--- src/asr_pkg.sv ---
// asr_pkg: constants and types for the alarm status register set
// assumes: compiled before asr_alarm_status; no bus, registers reached by commands
package asr_pkg;

  // ----------------------------------------
  // bit layout of condition, event and enable registers
  // ----------------------------------------
  localparam int unsigned ASR_QNE_BIT    = 4;
  localparam int unsigned ASR_ALM1_BIT   = 6;
  localparam int unsigned ASR_LOWER_BIT  = 12;
  localparam int unsigned ASR_UPPER_BIT  = 13;
  localparam int unsigned ASR_NUM_ALARMS = 4;
  localparam logic [15:0] ASR_USED_MASK  = 16'h33D0;

  // ----------------------------------------
  // reset values and queue sizing
  // ----------------------------------------
  localparam logic [15:0] ASR_ENABLE_RST = 16'h0000;
  localparam logic [15:0] ASR_EVENT_RST  = 16'h0000;
  localparam int unsigned ASR_QCNT_W     = 8;
  localparam logic [7:0]  ASR_QCNT_MAX   = 8'hFF;
  localparam logic [7:0]  ASR_QCNT_RST   = 8'h00;

  // ----------------------------------------
  // query selector and state record
  // ----------------------------------------
  typedef enum logic [1:0] {
    ASR_SEL_COND,
    ASR_SEL_EVENT,
    ASR_SEL_ENABLE
  } asr_sel_t;

  typedef struct packed {
    logic [15:0]           enable;
    logic [15:0]           event_reg;
    logic [15:0]           prev_cond;
    logic [ASR_QCNT_W-1:0] qcount;
    logic [15:0]           rdata;
    logic                  rvalid;
    logic                  summary;
    logic [15:0]           cond_out;
  } asr_state_t;

endpackage

--- src/asr_alarm_status.sv ---
// asr_alarm_status: alarm condition, event and enable registers with summary
// assumes: commands arrive as one-cycle strobes on clk; alarm levels synchronous
//
// Functional notes
// condition register read-only, reads leave it intact
// clear-status empties queue, clears bit 4
// bit 4 set while queue holds entries
// alarms 1-4 on bits 6-9, unused zero
// lower limit bit 12, upper bit 13
// query returns binary-weighted integer of bits
// enable register writable, readable, 16 bits; code stores only the ASR_USED_MASK bits
// report upward only through enabled bits
// status-preset loads enable with zero
// event bits latch until query or clear
// summary is OR of event AND enable
`timescale 1ns/1ps
module asr_alarm_status
  import asr_pkg::*;
(
  // clock and reset
  input  wire logic                      clk,
  input  wire logic                      reset,
  // alarm sources
  input  wire logic [ASR_NUM_ALARMS-1:0] alarm_level,
  input  wire logic                      lower_limit,
  input  wire logic                      upper_limit,
  input  wire logic                      queue_push,
  input  wire logic                      queue_pop,
  // commands
  input  wire logic                      clear_status,
  input  wire logic                      status_preset,
  input  wire logic                      enable_write,
  input  wire logic [15:0]               enable_wdata,
  input  wire logic                      query,
  input  wire asr_sel_t                  query_sel,
  // answers
  output logic [15:0]                    query_data,
  output logic                           query_valid,
  output logic                           alarm_summary,
  output logic [15:0]                    alarm_condition
);

  asr_state_t st;
  asr_state_t next_st;
  logic [15:0] cond;
  logic        q_ne;
  logic [ASR_QCNT_W-1:0] next_q;

  // ----------------------------------------
  // condition register assembly
  // ----------------------------------------
  always_comb begin
    cond = 16'h0000;
    q_ne = (st.qcount != ASR_QCNT_RST);
    cond[ASR_QNE_BIT] = q_ne;
    cond[ASR_ALM1_BIT +: ASR_NUM_ALARMS] = alarm_level;
    cond[ASR_LOWER_BIT] = lower_limit;
    cond[ASR_UPPER_BIT] = upper_limit;
  end

  // ----------------------------------------
  // next state
  // ----------------------------------------
  always_comb begin
    next_st = st;
    // queue occupancy; clear-status empties it
    next_q = st.qcount;
    if (queue_push && !queue_pop && st.qcount != ASR_QCNT_MAX) begin
      next_q = st.qcount + 8'h01;
    end else if (queue_pop && !queue_push && q_ne) begin
      next_q = st.qcount - 8'h01;
    end
    if (clear_status) begin
      next_q = ASR_QCNT_RST;
    end
    next_st.qcount = next_q;
    // enable register, preset wins over write
    if (enable_write) begin
      next_st.enable = enable_wdata & ASR_USED_MASK;
    end
    if (status_preset) begin
      next_st.enable = ASR_ENABLE_RST;
    end
    // event latch: clear by query or clear-status, new rise wins
    if (clear_status || (query && query_sel == ASR_SEL_EVENT)) begin
      next_st.event_reg = ASR_EVENT_RST;
    end
    next_st.event_reg = next_st.event_reg | (cond & ~st.prev_cond);
    next_st.prev_cond = cond;
    // query answer; condition read has no side effect
    next_st.rvalid = query;
    if (query) begin
      case (query_sel)
        ASR_SEL_COND:   next_st.rdata = cond;
        ASR_SEL_EVENT:  next_st.rdata = st.event_reg;
        ASR_SEL_ENABLE: next_st.rdata = st.enable;
        default:        next_st.rdata = 16'h0000;
      endcase
    end
    next_st.summary = |(st.event_reg & st.enable);
    next_st.cond_out = cond;
  end

  // ----------------------------------------
  // state register
  // ----------------------------------------
  always_ff @(posedge clk) begin
    if (reset) begin
      st <= '0;
    end else begin
      st <= next_st;
    end
  end

  assign query_data      = st.rdata;
  assign query_valid     = st.rvalid;
  assign alarm_summary   = st.summary;
  assign alarm_condition = st.cond_out;

  // ----------------------------------------
  // checks
  // ----------------------------------------
  // helper terms shared by the checks below
  logic [15:0] chk_rise;
  logic        chk_evq;

  always_comb begin
    chk_rise = cond & ~st.prev_cond;
    chk_evq  = query && (query_sel == ASR_SEL_EVENT);
  end

  // ----------------------------------------
  // condition register
  // ----------------------------------------
  // unused positions always read zero
  a_unused_zero: assert property (@(posedge clk) disable iff (reset)
    (alarm_condition & ~ASR_USED_MASK) == 16'h0000)
    else $error("unused condition bit set");

  // condition query answers the live value
  a_cond_read: assert property (@(posedge clk) disable iff (reset)
    query && query_sel == ASR_SEL_COND |=> query_valid && query_data == $past(cond))
    else $error("condition query wrong");

  // registered copy trails the live value by one cycle
  a_cond_copy: assert property (@(posedge clk) disable iff (reset)
    !reset |=> alarm_condition == $past(cond))
    else $error("condition copy wrong");

  // alarms one to four land on their own bits
  a_alarm_map: assert property (@(posedge clk) disable iff (reset)
    !reset |=> alarm_condition[ASR_ALM1_BIT +: ASR_NUM_ALARMS] == $past(alarm_level))
    else $error("alarm bits misplaced");

  // limit alarms land on bits 12 and 13
  a_limit_map: assert property (@(posedge clk) disable iff (reset)
    !reset |=> alarm_condition[ASR_LOWER_BIT] == $past(lower_limit)
    && alarm_condition[ASR_UPPER_BIT] == $past(upper_limit))
    else $error("limit bits misplaced");

  // queue flag follows the occupancy counter
  a_qne_map: assert property (@(posedge clk) disable iff (reset)
    !reset |=> alarm_condition[ASR_QNE_BIT] == $past(st.qcount != ASR_QCNT_RST))
    else $error("queue flag mismatch");

  // ----------------------------------------
  // alarm queue
  // ----------------------------------------
  // clear-status drops the flag two cycles on
  a_qne_clear: assert property (@(posedge clk) disable iff (reset)
    clear_status && !queue_push |=> ##1 !alarm_condition[ASR_QNE_BIT])
    else $error("queue flag not cleared");

  // a push raises the flag two cycles on
  a_qne_set: assert property (@(posedge clk) disable iff (reset)
    queue_push && !queue_pop && !clear_status |=> ##1 alarm_condition[ASR_QNE_BIT])
    else $error("queue flag not set");

  // clear-status empties the counter at once
  a_qcnt_clear: assert property (@(posedge clk) disable iff (reset)
    clear_status |=> st.qcount == ASR_QCNT_RST)
    else $error("queue not emptied");

  // lone push adds one below the ceiling
  a_qcnt_push: assert property (@(posedge clk) disable iff (reset)
    queue_push && !queue_pop && !clear_status && st.qcount != ASR_QCNT_MAX
    |=> st.qcount == $past(st.qcount) + 8'h01)
    else $error("push not counted");

  // lone pop removes one when not empty
  a_qcnt_pop: assert property (@(posedge clk) disable iff (reset)
    queue_pop && !queue_push && !clear_status && st.qcount != ASR_QCNT_RST
    |=> st.qcount == $past(st.qcount) - 8'h01)
    else $error("pop not counted");

  // full counter never wraps to empty
  a_qcnt_sat: assert property (@(posedge clk) disable iff (reset)
    queue_push && !queue_pop && !clear_status && st.qcount == ASR_QCNT_MAX
    |=> st.qcount == ASR_QCNT_MAX)
    else $error("queue counter wrapped");

  // pop on empty leaves it empty
  a_qcnt_floor: assert property (@(posedge clk) disable iff (reset)
    queue_pop && !queue_push && !clear_status && st.qcount == ASR_QCNT_RST
    |=> st.qcount == ASR_QCNT_RST)
    else $error("queue counter underflow");

  // no net movement holds the count
  a_qcnt_idle: assert property (@(posedge clk) disable iff (reset)
    queue_push == queue_pop && !clear_status |=> st.qcount == $past(st.qcount))
    else $error("queue counter drifted");

  // ----------------------------------------
  // enable register
  // ----------------------------------------
  // status-preset zeroes the register
  a_preset_zero: assert property (@(posedge clk) disable iff (reset)
    status_preset |=> st.enable == 16'h0000)
    else $error("preset left enable set");

  // written value reads back, masked
  a_enable_rw: assert property (@(posedge clk) disable iff (reset)
    enable_write && !status_preset ##1 query && query_sel == ASR_SEL_ENABLE && !enable_write
    && !status_preset |=> query_data == ($past(enable_wdata, 2) & ASR_USED_MASK))
    else $error("enable readback wrong");

  // unused enable positions stay zero
  a_enable_unused: assert property (@(posedge clk) disable iff (reset)
    (st.enable & ~ASR_USED_MASK) == 16'h0000)
    else $error("unused enable bit set");

  // no command leaves the register alone
  a_enable_hold: assert property (@(posedge clk) disable iff (reset)
    !enable_write && !status_preset |=> st.enable == $past(st.enable))
    else $error("enable changed unasked");

  // a write lands on the next edge
  a_enable_write: assert property (@(posedge clk) disable iff (reset)
    enable_write && !status_preset |=> st.enable == ($past(enable_wdata) & ASR_USED_MASK))
    else $error("enable write lost");

  // preset beats a write in the same cycle
  a_preset_wins: assert property (@(posedge clk) disable iff (reset)
    status_preset && enable_write |=> st.enable == ASR_ENABLE_RST)
    else $error("write beat preset");

  // enable query returns the stored value
  a_enable_read: assert property (@(posedge clk) disable iff (reset)
    query && query_sel == ASR_SEL_ENABLE |=> query_data == $past(st.enable))
    else $error("enable query wrong");

  // ----------------------------------------
  // event register
  // ----------------------------------------
  // a latched lower-limit bit survives without a clear
  a_event_hold: assert property (@(posedge clk) disable iff (reset)
    st.event_reg[ASR_LOWER_BIT] && !clear_status && !(query && query_sel == ASR_SEL_EVENT)
    |=> st.event_reg[ASR_LOWER_BIT])
    else $error("event bit lost");

  // event query returns the value before clearing
  a_event_read: assert property (@(posedge clk) disable iff (reset)
    chk_evq |=> query_data == $past(st.event_reg))
    else $error("event query wrong");

  // event query clears when nothing rises
  a_event_qclr: assert property (@(posedge clk) disable iff (reset)
    chk_evq && chk_rise == 16'h0000 |=> st.event_reg == ASR_EVENT_RST)
    else $error("event query left bits");

  // clear-status clears when nothing rises
  a_event_cls: assert property (@(posedge clk) disable iff (reset)
    clear_status && chk_rise == 16'h0000 |=> st.event_reg == ASR_EVENT_RST)
    else $error("clear-status left events");

  // a rise is latched even against a clear
  a_event_set_wins: assert property (@(posedge clk) disable iff (reset)
    chk_rise != 16'h0000 |=> (st.event_reg & $past(chk_rise)) == $past(chk_rise))
    else $error("rising event lost");

  // without a clear no latched bit drops
  a_event_keep: assert property (@(posedge clk) disable iff (reset)
    !clear_status && !chk_evq |=> (st.event_reg & $past(st.event_reg)) == $past(st.event_reg))
    else $error("event bits dropped");

  // bits appear only through a rise
  a_event_only_rise: assert property (@(posedge clk) disable iff (reset)
    !reset |=> (st.event_reg & ~($past(st.event_reg) | $past(chk_rise))) == 16'h0000)
    else $error("event bit from nowhere");

  // unused event positions stay zero
  a_event_unused: assert property (@(posedge clk) disable iff (reset)
    (st.event_reg & ~ASR_USED_MASK) == 16'h0000)
    else $error("unused event bit set");

  // ----------------------------------------
  // query handshake and summary
  // ----------------------------------------
  // every query gets one answer pulse
  a_valid_pulse: assert property (@(posedge clk) disable iff (reset)
    query |=> query_valid)
    else $error("query not answered");

  // no answer without a query
  a_valid_idle: assert property (@(posedge clk) disable iff (reset)
    !query |=> !query_valid)
    else $error("answer without query");

  // answer data held between queries
  a_data_hold: assert property (@(posedge clk) disable iff (reset)
    !query |=> query_data == $past(query_data))
    else $error("answer data moved");

  // nothing enabled, nothing reported
  a_summary_gate: assert property (@(posedge clk) disable iff (reset)
    st.enable == 16'h0000 && $past(st.enable) == 16'h0000 |-> !alarm_summary)
    else $error("summary without enable");

  // summary is the or of enabled events
  a_summary_form: assert property (@(posedge clk) disable iff (reset)
    !reset |=> alarm_summary == $past(|(st.event_reg & st.enable)))
    else $error("summary mismatch");

endmodule

--- config.mk ---
export PLATFORM = sky130hd
export DESIGN_NAME = asr_alarm_status
export DESIGN_NICKNAME = d
export VERILOG_FILES = /design/src/asr_pkg.sv /design/src/asr_alarm_status.sv
export SDC_FILE = /design/constraint.sdc
export NUM_CORES = 1
export LEC_CHECK = 0
export ABC_AREA = 1
export BUFFER_PORTS_ARGS = -buffer_cell sky130_fd_sc_hd__clkbuf_2
export CAP_MARGIN = 20
export CORE_ASPECT_RATIO = 1.4
export CORE_MARGIN = 5
export CORE_UTILIZATION = 25
export CTS_CLUSTER_DIAMETER = 30
export DETAILED_ROUTE_END_ITERATION = 7
export GPL_TIMING_DRIVEN = 0
export HOLD_SLACK_MARGIN = 0.02
export PLACE_DENSITY = 0.56
export RECOVER_POWER = 100
export SYNTH_ARGS = -nofsm -noshare
export SYNTH_HDL_FRONTEND = slang
export SYNTH_SLANG_ARGS = --single-unit
--- constraint.sdc ---
create_clock -name clk -period 3.39 [get_ports clk]
set_clock_uncertainty 0.2 [all_clocks]
set_input_delay 0.339 -clock clk [delete_from_list [all_inputs] [get_ports clk]]
set_output_delay 0.339 -clock clk [all_outputs]
set_load 0.01 [all_outputs]
# Word level (Yosys, flattened, before mapping)

Index checks and enable logic that the tools add are counted.

Register bits after elaboration: 74
Latch bits: 0
Memory bits (writable): 0
Bits in read-only memories: 0
Input bits: 32
Output and inout port bits: 34
Memories kept: 0

$add $sub $neg: 2
Multipliers: 0
Divide/modulo/power cells: 0
$lt $le $gt $ge: 0
Equality and inequality tests: 3
Shift-type cells: 0
Multiplexer cells: 4
Bitwise gates (word level): 4
Reductions and logical operators: 14

Operator list:

| kind                                                               | count |
|---|---|
| 16-bit one-hot mux with 3 select lines                             | 1 |
| 14-bit by 16-bit AND with 16-bit output                            | 1 |
| 16-bit by 14-bit AND with 16-bit output                            | 1 |
| 16-bit 2-to-1 mux                                                  | 1 |
| 8-bit 2-to-1 mux                                                   | 2 |
| 16-bit NOT                                                         | 1 |
| 16-bit OR                                                          | 1 |
| 16-bit OR reduction                                                | 1 |
| 8-bit by 1-bit adder with 8-bit output, second input constant      | 1 |
| 8-bit != test, second input constant                               | 1 |
| 8-bit nonzero test                                                 | 1 |
| 8-bit by 1-bit subtractor with 8-bit output, second input constant | 1 |
| 1-bit logical AND                                                  | 5 |
| 2-bit OR reduction                                                 | 2 |
| 2-bit by 1-bit == test with 1-bit output, second input constant    | 1 |
| 2-bit == test, second input constant                               | 1 |
| 1-bit zero test                                                    | 2 |
| 2-bit zero test                                                    | 1 |
| 2-bit nonzero test                                                 | 1 |
| 1-bit logical OR                                                   | 1 |

# Longest topological paths before layout

Gate-level depths: netlist of run 1.

Depth after elaboration: 5
Gate-level depth with buffers: 13

# Least setup slack after synthesis of run 1

OpenSTA, ideal clock, no wires.

Path type: reg2reg
Start: register st[34] (netlist bit)
End: register st[41] (netlist bit)
Arrival time: 1.658 ns
Required time: 3.075 ns
Setup slack: 1.417 ns
Stages on the path, launching flop included: 13
Buffers on the path: 0
Clock period less this slack: 1.973 ns
Path through: dfxtp_1 > nand2_1 > nor2_1 > nand2_1 > nand2_2 > ha_1 > or2_1 > nand3_1 > nand2_1 > nand2_1 > nand3_1 > nand2_1 > nor2_1

Longest elaborated chain between the ends: 3

Ends and longest elaborated chain:

| item                                                                      | RTL line                | text |
|---|---|---|
| start: declaration                                                        | asr_alarm_status.sv:43  | `asr_state_t st;` |
| start signal: assignment                                                  | asr_alarm_status.sv:111 | `st <= next_st;` |
| 8-bit by 1-bit subtractor with 8-bit output, or another cell as far along | asr_alarm_status.sv:71  | `next_q = st.qcount - 8'h01;` |
| 8-bit 2-to-1 mux, or another cell as far along                            | asr_alarm_status.sv:70  | `end else if (queue_pop && !queue_push && q_ne) begin` |
| 8-bit 2-to-1 mux or 2-bit nonzero test (tied branches)                    | n/a                     |  |

Parallel ways exist; a longest one is shown, timed or not. The select of a mux whose other input is x is not followed.
A chain may end at the register's enable or synchronous reset.

# Worst setup path in the final report of run 1

Start: register st[34] (netlist bit)
End: register st[40] (netlist bit)

The elaborated chain is that of the path after synthesis.

==> summary.md, run 1 <==
| Metric | Value |
|---|---|
| Worst-case clock buffer depth | `2` |
| Initial antenna violation count | `0` |
| Final min period | `2.36 ns` |
| M1 WL | `approximately 2100 um` |
| WP data arrival | `~2.4 ns` |
| All-Layer GR Usage | `about 10%` |
| Final hold vios | `0` |
| Vias per cell | `4.11` |
| Setup violators final | `0` |
| Cts bufs inserted | `5` |
| # nets final | `371` |
| Unrepaired setup endpoints after global routing | `false` |
| Placeable Area | `7800 um2` |
| Share of cells above drive strength 1 | `19.5%` |
| Type of the most critical hold path | `in -> reg` |
| Area Overhead vs Synth | `21.8%` |
| Initial Util | `between 20 and 30%` |
| Wirelength per Cell | `10.9 um` |
| Startpoint types | `flop` |
| Post-Synthesis Cells | `271` |
| WP data required | `3.37 ns` |
| Synth area leaders | `dfxtp_1 38%, buf_4 12%, nand2_1 9.3%` |
| Max cap viols | `0` |
| CTS tree | `done` |
| Met3 WL | `187 um` |
| Die Y | `roughly 120 um` |
| Vias in the first global route | `1786` |
| Starting DRT DRC Count | `36` |
| Detail Route Antenna Nets | `0` |
| Rel. slew slack | `37.5%` |
| Crit path max fanout | `9` |
| CP max stage cell | `dfxtp_1` |
| Clk pin slew, worst setup/hold paths | `around 0.08 ns` |
| Met2 WL | `roughly 2400 um` |
| Status | `finished clean` |
| GRT overflow | `0` |
| Most common cell after layout, fill and taps aside | `nand2_1` |
| Cells on worst reg2reg path | `13` |
| Lkg Pwr | `0.00114 uW` |
| Max rail drop VDD | `0.000235 V` |
| CP cell instances | `nand2_1, nor2_1, nand2_1, nand2_1, ha_1, nand2_1, inv_1, o21ai_0, nand3_1, nand2_1, nand2_1, nor2_1, nor2_1` |
| First-pass GRT wire length | `approximately 7900 um` |
| Die area | `between 9000 and 10000 um2` |
| Achievable Freq | `423 MHz` |
| Hold buffers post-CTS | `0` |
| CP peak stage delay | `0.45 ns` |
| Hold Path Depth | `3` |
| Diodes inserted | `0` |
| Cell row count | `38` |
| RePlAce Congestion | `0.874` |
| Io pins | `66` |
| FF+latch count, synth | `38` |
| H-tree depth | `2` |
| Pin count of the biggest net entering global routing | `13` |
| Synth top area share | `37.8%` |
| Clock root buffer | `clkbuf_8` |
| Post-CTS Resized | `0` |
| Area leader, netlist | `dfxtp_1` |
| Post-synthesis sequential area ratio | `37.8%` |
| Final wirelength | `between 4000 and 5000 um` |
| Post-DP HPWL | `3900 um` |
| Clock sinks | `38` |
| Setup CP Type | `reg -> reg` |
| Die width | `approximately 86 um` |
| Number of port buffers | `37` |
| Worst-skew pair later-pin latency | `0.29 ns` |
| Vias | `1780` |
| Setup bufs post-CTS | `0` |
| Post-layout util | `31.4%` |
| Setup tns final | `0 ns` |
| Residual DRC count | `0` |
| Max Slew Vio Count | `0` |
| Slew @ Worst Pin | `0.927 ns` |
| Fin crit share | `69.7%` |
| Synth cell types | `28` |
| Mapped cell area | `2010 um2` |
| Most frequent cells in the layout | `51 x nand2_1, 38 x dfxtp_1, 33 x nor2_1, 32 x buf_4, 31 x inv_1` |
| 1st-pass router iterations | `4` |
| Syn avg cell area | `~7.4 um2` |
| Top cell by count, worst path | `nand2_1` |
| YS warnings | `0` |
| Fillers | `902` |
| Cell area power density | `421 nW/um2` |
| Top Layer Used | `met4` |
| Crit end category | `flop` |
## Yosys cell counts
cell and instances:
o21ai_4 1, buf_4 32, dfxtp_1 38, o21ai_2 1, inv_2 1, nand4_1 3
o221ai_1 4, fa_1 1, o21ai_1 5, o21ai_0 10, nand2_1 50, nand2_2 3
a21oi_1 24, nor2_2 1, nand3_1 6, or2_1 1, a221oi_1 1, clkbuf_1 3
inv_1 31, o22ai_1 4, o32ai_1 7, xnor2_1 2, ha_1 6, buf_6 1
clkinv_1 1, conb_1 1, nor2_1 32, xor2_1 1
## state kept, by name, indices dropped and copies added (netlist names)
name,count
query_valid,1
alarm_condition,7
st,22
alarm_summary,1
query_data,7
## layer usage
metal | vias to the layer above | GRT usage [%]
met3 | 5 | 2.54
met4 | 0 | 3.70
met5 | - | 0
met1 | 782 | 10.9
li1 | 956 | -
met2 | 37 | 18.4
## worst max-delay path, delay by kind of cell (launching register included)
family	cells	cell delay [ns]
compound gates	1	0.21
fa+ha+maj	1	0.37
buf+inv	1	0.04
flops	1	0.45
simple gates	10	0.99
## report_power, final
group | switching [uW] | internal (uW)
sequential | 18.0 | 475
clock | 157 | 163
combinational | 126 | 91.7
total | 301 | 730
## per-stage QoR
step | cells | cell area, um2 | total power [uW] | setup slack (ns) | hold WS, ns
after global placement | 425 | 2380 | 722 | 1.15 | 0.257
final | 433 | 2450 | 1030 | 1.03 | 0.0770
after global routing | 433 | 2450 | 1090 | 0.748 | 0.0782
after detailed placement | 425 | 2380 | 726 | 1.13 | 0.257
after CTS | 433 | 2480 | 1050 | 1.12 | 0.0729
after floorplan | 288 | 2070 | 665 | 1.42 | 0.239
## layout make-up
cell class                      instances  area [um2]  area share, %
Buffer                                 36         263           10.7
Tap cell                              100         125           5.11
Timing Repair Buffer                   37         164           6.69
Sequential cell                        38         761           31.1
Inverter                               33         124           5.06
Multi-Input combinational cell        181         918           37.5
Clock buffer                            6        82.6           3.37
Clock inverter                          2        12.5          0.511
## cells by family (layout without fill, tap and decap cells)
logic type	after synthesis	after routing	share of synthesized area (%)
compound gates	57	57	17.4
xor+xnor	3	3	1.31
fa+ha+maj	7	7	4.73
buf+inv	69	114	19.2
flops	38	38	37.8
other cells	1	18	0.187
simple gates	96	96	19.3
## path summary, 6_finish.rpt
path                                       from                   to  slack [ns]
hold / removal                 enable_wdata[13]  st[87]$_SDFFE_PP0P_        0.08
setup reg to reg            st[34]$_SDFFE_PP0P_  st[40]$_SDFFE_PP0P_        1.03
hold reg to reg   alarm_condition[8]$_SDFF_PP0_    st[66]$_SDFF_PP0_        0.27
setup / recovery            st[34]$_SDFFE_PP0P_  st[40]$_SDFFE_PP0P_        1.03
No activity file was read; power rests on OpenSTA's default activity.
==> inputs of run 2 (changes only) <==
--- a/config.mk
+++ b/config.mk
@@ -15,7 +15,7 @@
 export DETAILED_ROUTE_END_ITERATION = 7
 export GPL_TIMING_DRIVEN = 0
 export HOLD_SLACK_MARGIN = 0.02
-export PLACE_DENSITY = 0.56
+export PLACE_DENSITY = 0.58
 export RECOVER_POWER = 100
 export SYNTH_ARGS = -nofsm -noshare
 export SYNTH_HDL_FRONTEND = slang
==> constraint.sdc (replaced) <==
create_clock -name clk -period 2.1 [get_ports clk]
set_clock_uncertainty 0.2 [all_clocks]
set_input_delay 0.21 -clock clk [delete_from_list [all_inputs] [get_ports clk]]
set_output_delay 0.21 -clock clk [all_outputs]
set_load 0.01 [all_outputs]
==> summary.md, run 2 (synthesized netlist as in run 1, its figures left out) <==
| Metric | Value |
|---|---|
| Status | `finished clean` |
| Unrepaired setup endpoints after global routing | `true` |
| Cell row count | `38 (unchanged)` |
| WP data required | `2.08 ns (-1.29 ns)` |
| CP max stage cell | `fa_2` |
| WP data arrival | `2.02 ns (-0.33 ns)` |
| Die Y | `116 um (unchanged)` |
| Placed cells | `425 (unchanged)` |
| CTS tree | `done` |
| Initial Util | `25.8% (unchanged)` |
| Rel. slew slack | `35.3% (-2.2 points)` |
| Worst-case clock buffer depth | `2 (unchanged)` |
| Vias per cell | `4.19 (+1.9%)` |
| Lkg Pwr | `0.00136 uW (+19%)` |
| Type of the most critical hold path | `in -> reg` |
| Max Slew Vio Count | `0 (unchanged)` |
| CP cell instances | `nand2_2, nor2_2, nand2_4, nand2_8, buf_6, fa_2, nand4_1, nand3_1, nand2_1, nand2_1, nor2_2, nor2_1` |
| Vias | `1927 (+8.3%)` |
| GRT overflow | `0 (unchanged)` |
| Setup violators final | `0 (unchanged)` |
| Setup WS post-layout | `0.0641 ns (-0.962 ns)` |
| Number of port buffers | `37 (unchanged)` |
| H-tree depth | `2 (unchanged)` |
| Initial antenna violation count | `0 (unchanged)` |
| Final hold vios | `0 (unchanged)` |
| Post-DP HPWL | `3850 um (-1.5%)` |
| Achievable Freq | `491 MHz (+16%)` |
| Max rail drop VDD | `0.000286 V (+22%)` |
| Share of cells above drive strength 1 | `34.2% (+15 points)` |
| Final non-filler cell total | `460 (+6.2%)` |
| All-Layer GR Usage | `10.3% (+0.29 points)` |
| Crit path max fanout | `8 (-1)` |
| Worst-skew pair later-pin latency | `0.29 ns (about the same)` |
| Starting DRT DRC Count | `33 (-8.3%)` |
| Pin count of the biggest net entering global routing | `13 (unchanged)` |
| Die width | `85.8 um (unchanged)` |
| Residual DRC count | `0 (unchanged)` |
| Diodes inserted | `0 (unchanged)` |
| Biggest register | `st` |
| Io pins | `66 (unchanged)` |
| CP peak stage delay | `0.39 ns (-0.06 ns)` |
| Setup CP Type | `reg -> reg` |
| Startpoint types | `flop` |
| Fillers | `844 (-6.4%)` |
| Die area | `9960 um2 (unchanged)` |
| Most frequent cells in the layout | `40 x nand2_1, 39 x buf_4, 33 x clkbuf_2, 30 x nor2_1, 30 x dfxtp_1` |
| Most common cell after layout, fill and taps aside | `nand2_1` |
| Clock root buffer | `clkbuf_8` |
| Crit path launch | `st[35]$_SDFFE_PP0P_` |
| Slew @ Worst Pin | `0.960 ns (+0.0331 ns)` |
| Reg2Reg Launch Point | `st[35]$_SDFFE_PP0P_` |
| Wirelength per Cell | `11.2 um (+2.2%)` |
| Placeable Area | `7800 um2 (unchanged)` |
| Hold_ws | `0.0340 ns (-0.0430 ns)` |
| Crit end category | `flop` |
| # nets final | `398 (+7.3%)` |
| Clock sinks | `38 (unchanged)` |
| Max cap viols | `0 (unchanged)` |
| Clk pin slew, worst setup/hold paths | `0.08 ns (about the same)` |
| Area Overhead vs Synth | `44.9%` |
| Start point of the worst hold path | `enable_wdata[12]` |
| Vias in the first global route | `1891 (+5.9%)` |
| First-pass GRT wire length | `8210 um (+4.2%)` |
| 1st-pass router iterations | `4 (unchanged)` |
| Max reg flops | `22 (unchanged)` |
| Detail Route Antenna Nets | `0 (unchanged)` |
| Pre-CTS setup slack | `-0.163 ns (-1.30 ns)` |
| Final min period | `2.04 ns (-0.328 ns)` |
| Fin crit share | `96.9% (+27 points)` |
| Cell area power density | `603 nW/um2 (+43%)` |
| RePlAce Congestion | `0.837 (-4.3%)` |
| Cts bufs inserted | `5 (unchanged)` |
| Final wirelength | `5140 um (+8.5%)` |
| Design Power | `1760 uW (+71%)` |
-- run 2: final timing paths --
check / endpoint / slack [ns] / cells after the start
worst max-delay path: st[40]$_SDFFE_PP0P_ / 0.06 / 12
worst min-delay path: st[86]$_SDFFE_PP0P_ / 0.03 / 3
worst max register to register: st[40]$_SDFFE_PP0P_ / 0.06 / 12
worst min register to register: st[34]$_SDFFE_PP0P_ / 0.27 / 1
-- run 2: metal layers --
| metal | GRT usage [%] | up-vias | wire length (um) |
|---|---|---|---|
| li1 | - | 1014 | - |
| met1 | 11.3 | 860 | 2080 |
| met2 | 18.7 | 44 | 2720 |
| met3 | 2.19 | 9 | 228 |
| met4 | 4.75 | 0 | 99 |
| met5 | 0 | - | 0 |
-- run 2: metrics by stage --
stage	cell area, um2	util [%]	setup TNS, ns
floorplan	2070	-	0
global placement	2380	30.6	-0.245
detailed placement	2380	30.6	-0.309
CTS	2670	34.3	0
global route	2910	37.4	-0.132
finish	2910	37.4	0
-- run 2: power breakdown --
group	internal (uW)	total, uW	switching (uW)
sequential	764	798	34.1
combinational	214	445	230
clock	264	516	252
total	1240	1760	517
-- run 2: critical path, delay by kind of cell, from the launching register on --
kind,cells,cell delay [ns]
flops,1,0.37
simple gates,10,0.80
buf+inv,1,0.17
fa+ha+maj,1,0.39
-- run 2: area by class of cell --
type | instances | area (um2) | area share (%)
inverter | 33 | 124 | 4.25
clock buffer | 6 | 82.6 | 2.83
multi-input combinational | 181 | 1080 | 37.2
timing repair buffer | 64 | 435 | 14.9
tap | 100 | 125 | 4.29
clock inverter | 2 | 12.5 | 0.429
buffer | 36 | 263 | 9.02
sequential | 38 | 788 | 27.1
-- run 2: repair_timing --
item / 4_1_cts / 5_1_grt
setup buffers: 0 / 9
hold buffers: 18 / 0
endpoints found under the setup margin: 4 / 5
endpoints found under the hold margin: 13 / 0
gates cloned: 0 / 0
gates resized for setup: 5 / 49
pin swaps: 0 / 19
==> inputs of run 3 (changes only) <==
--- a/config.mk
+++ b/config.mk
@@ -5,11 +5,9 @@
 export SDC_FILE = /design/constraint.sdc
 export NUM_CORES = 1
 export LEC_CHECK = 0
-export ABC_AREA = 1
 export BUFFER_PORTS_ARGS = -buffer_cell sky130_fd_sc_hd__clkbuf_2
 export CAP_MARGIN = 20
 export CORE_ASPECT_RATIO = 1.4
-export CORE_MARGIN = 5
 export CORE_UTILIZATION = 25
 export CTS_CLUSTER_DIAMETER = 30
 export DETAILED_ROUTE_END_ITERATION = 7
==> summary.md, run 3 <==
| Metric | Value |
|---|---|
| Most frequent cells in the layout | `49 x buf_4, 31 x dfxtp_1, 29 x clkbuf_1, 26 x nor2_1, 18 x conb_1` |
| Placeable Area | `7700 um2 (-1.2%)` |
| Unrepaired setup endpoints after global routing | `true` |
| Vias in the first global route | `1702 (-10%)` |
| Synth cell types | `44 (+57%)` |
| Setup violators final | `5 (+5)` |
| WP data arrival | `2.26 ns (+0.24 ns)` |
| Setup WS post-layout | `-0.172 ns (-0.236 ns)` |
| Die width | `77.2 um (-10%)` |
| Die Y | `107 um (-7.6%)` |
| Post-synth EDFFs | `0 (unchanged)` |
| Max Slew Vio Count | `0 (unchanged)` |
| Fillers | `831 (-1.5%)` |
| All-Layer GR Usage | `11.9% (+1.7 points)` |
| Type of the most critical hold path | `in -> reg` |
| Initial Util | `25.7% (-0.072 points)` |
| Cts bufs inserted | `5 (unchanged)` |
| Crit path max fanout | `3 (-5)` |
| Starting DRT DRC Count | `84 (+150%)` |
| Status | `finished, violations left` |
| Residual DRC count | `0 (unchanged)` |
| Post-synthesis sequential area ratio | `38.4% (+0.57 points)` |
| Final wirelength | `4840 um (-5.8%)` |
| Worst-skew pair later-pin latency | `0.30 ns (about the same)` |
| Pre-CTS setup slack | `-0.379 ns (-0.217 ns)` |
| Fin crit share | `108% (+11 points)` |
| Vias per cell | `4.23 (+1.0%)` |
| Final hold vios | `0 (unchanged)` |
| Ys flop type | `dfxtp_1` |
| Most common cell after layout, fill and taps aside | `buf_4` |
| Max rail drop VDD | `0.000328 V (+15%)` |
| Hold_ws | `0.105 ns (+0.0708 ns)` |
| Die area | `8290 um2 (-17%)` |
| Lkg Pwr | `0.00124 uW (-8.3%)` |
| Cell row count | `38 (unchanged)` |
| WP data required | `2.09 ns (about the same)` |
| Clock root buffer | `clkbuf_8` |
| 1st-pass router iterations | `6 (+2)` |
| # nets final | `352 (-12%)` |
| Fraction of registers with async set/reset | `0% (unchanged)` |
| Biggest register | `st` |
| Failing checks | `negative setup slack` |
| Diodes inserted | `0 (unchanged)` |
| Io pins | `66 (unchanged)` |
| Clock sinks | `38 (unchanged)` |
| Vias | `1752 (-9.1%)` |
| CTS tree | `done` |
| Final min period | `2.27 ns (+0.236 ns)` |
| Syn avg cell area | `8.92 um2 (+20%)` |
| Area Overhead vs Synth | `43.1%` |
| Most frequent cell after synthesis | `dfxtp_1` |
| Post-Synthesis Cells | `222 (-18%)` |
| RePlAce Congestion | `0.782 (-6.5%)` |
| GRT overflow | `0 (unchanged)` |
| Max reg flops | `22 (unchanged)` |
| YS warnings | `0 (unchanged)` |
| Pin count of the biggest net entering global routing | `14 (+1)` |
| Setup CP Type | `reg -> reg` |
| Crit end category | `flop` |
| Max cap viols | `0 (unchanged)` |
| Area leader, netlist | `dfxtp_1` |
| Mapped cell area | `1980 um2 (-1.5%)` |
| Startpoint types | `flop` |
| H-tree depth | `2 (unchanged)` |
| Post-DP HPWL | `3290 um (-14%)` |
| Synth top area share | `38.4% (+0.57 points)` |
| First-pass GRT wire length | `7720 um (-6.0%)` |
| Cell area after placement | `2390 um2 (+0.42%)` |
| Clk pin slew, worst setup/hold paths | `0.08 ns (about the same)` |
| Synth area leaders | `dfxtp_1 38%, buf_4 12%, mux2i_1 6.6%` |
| Wirelength per Cell | `11.7 um (+4.7%)` |
| Post-synth top cells | `38 x dfxtp_1, 32 x buf_4, 26 x nor2_1` |
| Detail Route Antenna Nets | `0 (unchanged)` |
| FF+latch count, synth | `38 (unchanged)` |
| Achievable Freq | `440 MHz (-10%)` |
| Number of port buffers | `34 (-8.1%)` |
| Post-route cell area | `2840 um2 (-2.7%)` |
| Worst-case clock buffer depth | `2 (unchanged)` |
| Initial antenna violation count | `0 (unchanged)` |
| Share of cells above drive strength 1 | `30.9% (-3.3 points)` |
| Cell area power density | `664 nW/um2 (+10%)` |
-- run 3: cell types whose count changed in the layout (fill, tap and decap cells not counted), sizes merged, moves of 6 or more --
cell,delta
buf,+11
nor2,-7
a211oi,+9
o32ai,-7
a22o,+6
a21oi,-10
inv,-24
nand2,-44
mux2i,+13
nor2b,+8
o21ai,-13
-- run 3: logic make-up (layout without fill, tap and decap cells) --
family                     count (synthesis)  count (layout)  share of synthesized area, %
muxes                                     13              13                          6.57
DFF                                       38              38                          38.4
other                                      1              18                         0.189
and+or+nand+nor                           57              57                          13.8
AOI/OAI and AO/OA                         53              54                          19.0
xor gates and xnor gates                   4               4                          1.77
buffers and inverters                     49             123                          15.5
adders and majority gates                  7               7                          4.80
-- run 3: critical path, cell delays in order (launching register included) --
cell and delay, ns:
dfxtp_4 0.35, nand4_1 0.16, buf_4 0.16, o211ai_4 0.09
fa_2 0.40, a211oi_4 0.27, o21bai_1 0.11, a21oi_1 0.18
xor2_1 0.16, o22ai_1 0.08
-- run 3: power by group --
group | switching [uW] | total (uW) | internal [uW]
clock network | 292 | 646 | 355
logic | 213 | 438 | 225
registers | 30.1 | 797 | 767
-- run 3: what timing repair did --
item	in CTS	in global routing
endpoints found under the setup margin	5	5
setup buffers	15	3
resized for setup	11	5
endpoints found under the hold margin	14	0
gates cloned	1	0
hold buffers	14	0
pin swaps	16	12
-- run 3: layout make-up --
class,instances,area [um2],area share [%]
sequential,38,777,27.4
inverter,7,26.3,0.927
timing repair buffer,66,430,15.2
clock inverter,3,43.8,1.54
buffer,42,280,9.89
clock buffer,5,68.8,2.43
tap,100,125,4.41
multi-input combinational,153,1080,38.2
-- run 3: path summary, 6_finish.rpt --
check	from	to	slack, ns	depth (start not counted)
hold reg to reg	alarm_condition[4]$_SDFF_PP0_	st[62]$_SDFF_PP0_	0.27	1
setup reg to reg	st[40]$_SDFFE_PP0P_	st[40]$_SDFFE_PP0P_	-0.17	9
hold / removal	query	query_data[8]$_SDFFE_PP0P_	0.10	3
setup / recovery	st[40]$_SDFFE_PP0P_	st[40]$_SDFFE_PP0P_	-0.17	9
-- run 3: routing by layer --
layer | GRT usage [%] | share of wire [%]
met5 | 0 | 0
met4 | 6.06 | 0.95
met3 | 2.29 | 4.2
met2 | 21.4 | 52
met1 | 13.2 | 43
-- run 3: stage by stage --
stage / util [%] / std cells / setup TNS, ns / total power (uW)
2_1_floorplan: - / 239 / -0.343 / 1090
3_3_place_gp: 31.1 / 373 / -1.27 / 1180
3_5_place_dp: 31.1 / 373 / -1.46 / 1180
4_1_cts: 36.6 / 411 / -0.572 / 1890
5_1_grt: 36.8 / 414 / -1.02 / 1980
6_report: 36.8 / 414 / -0.470 / 1880
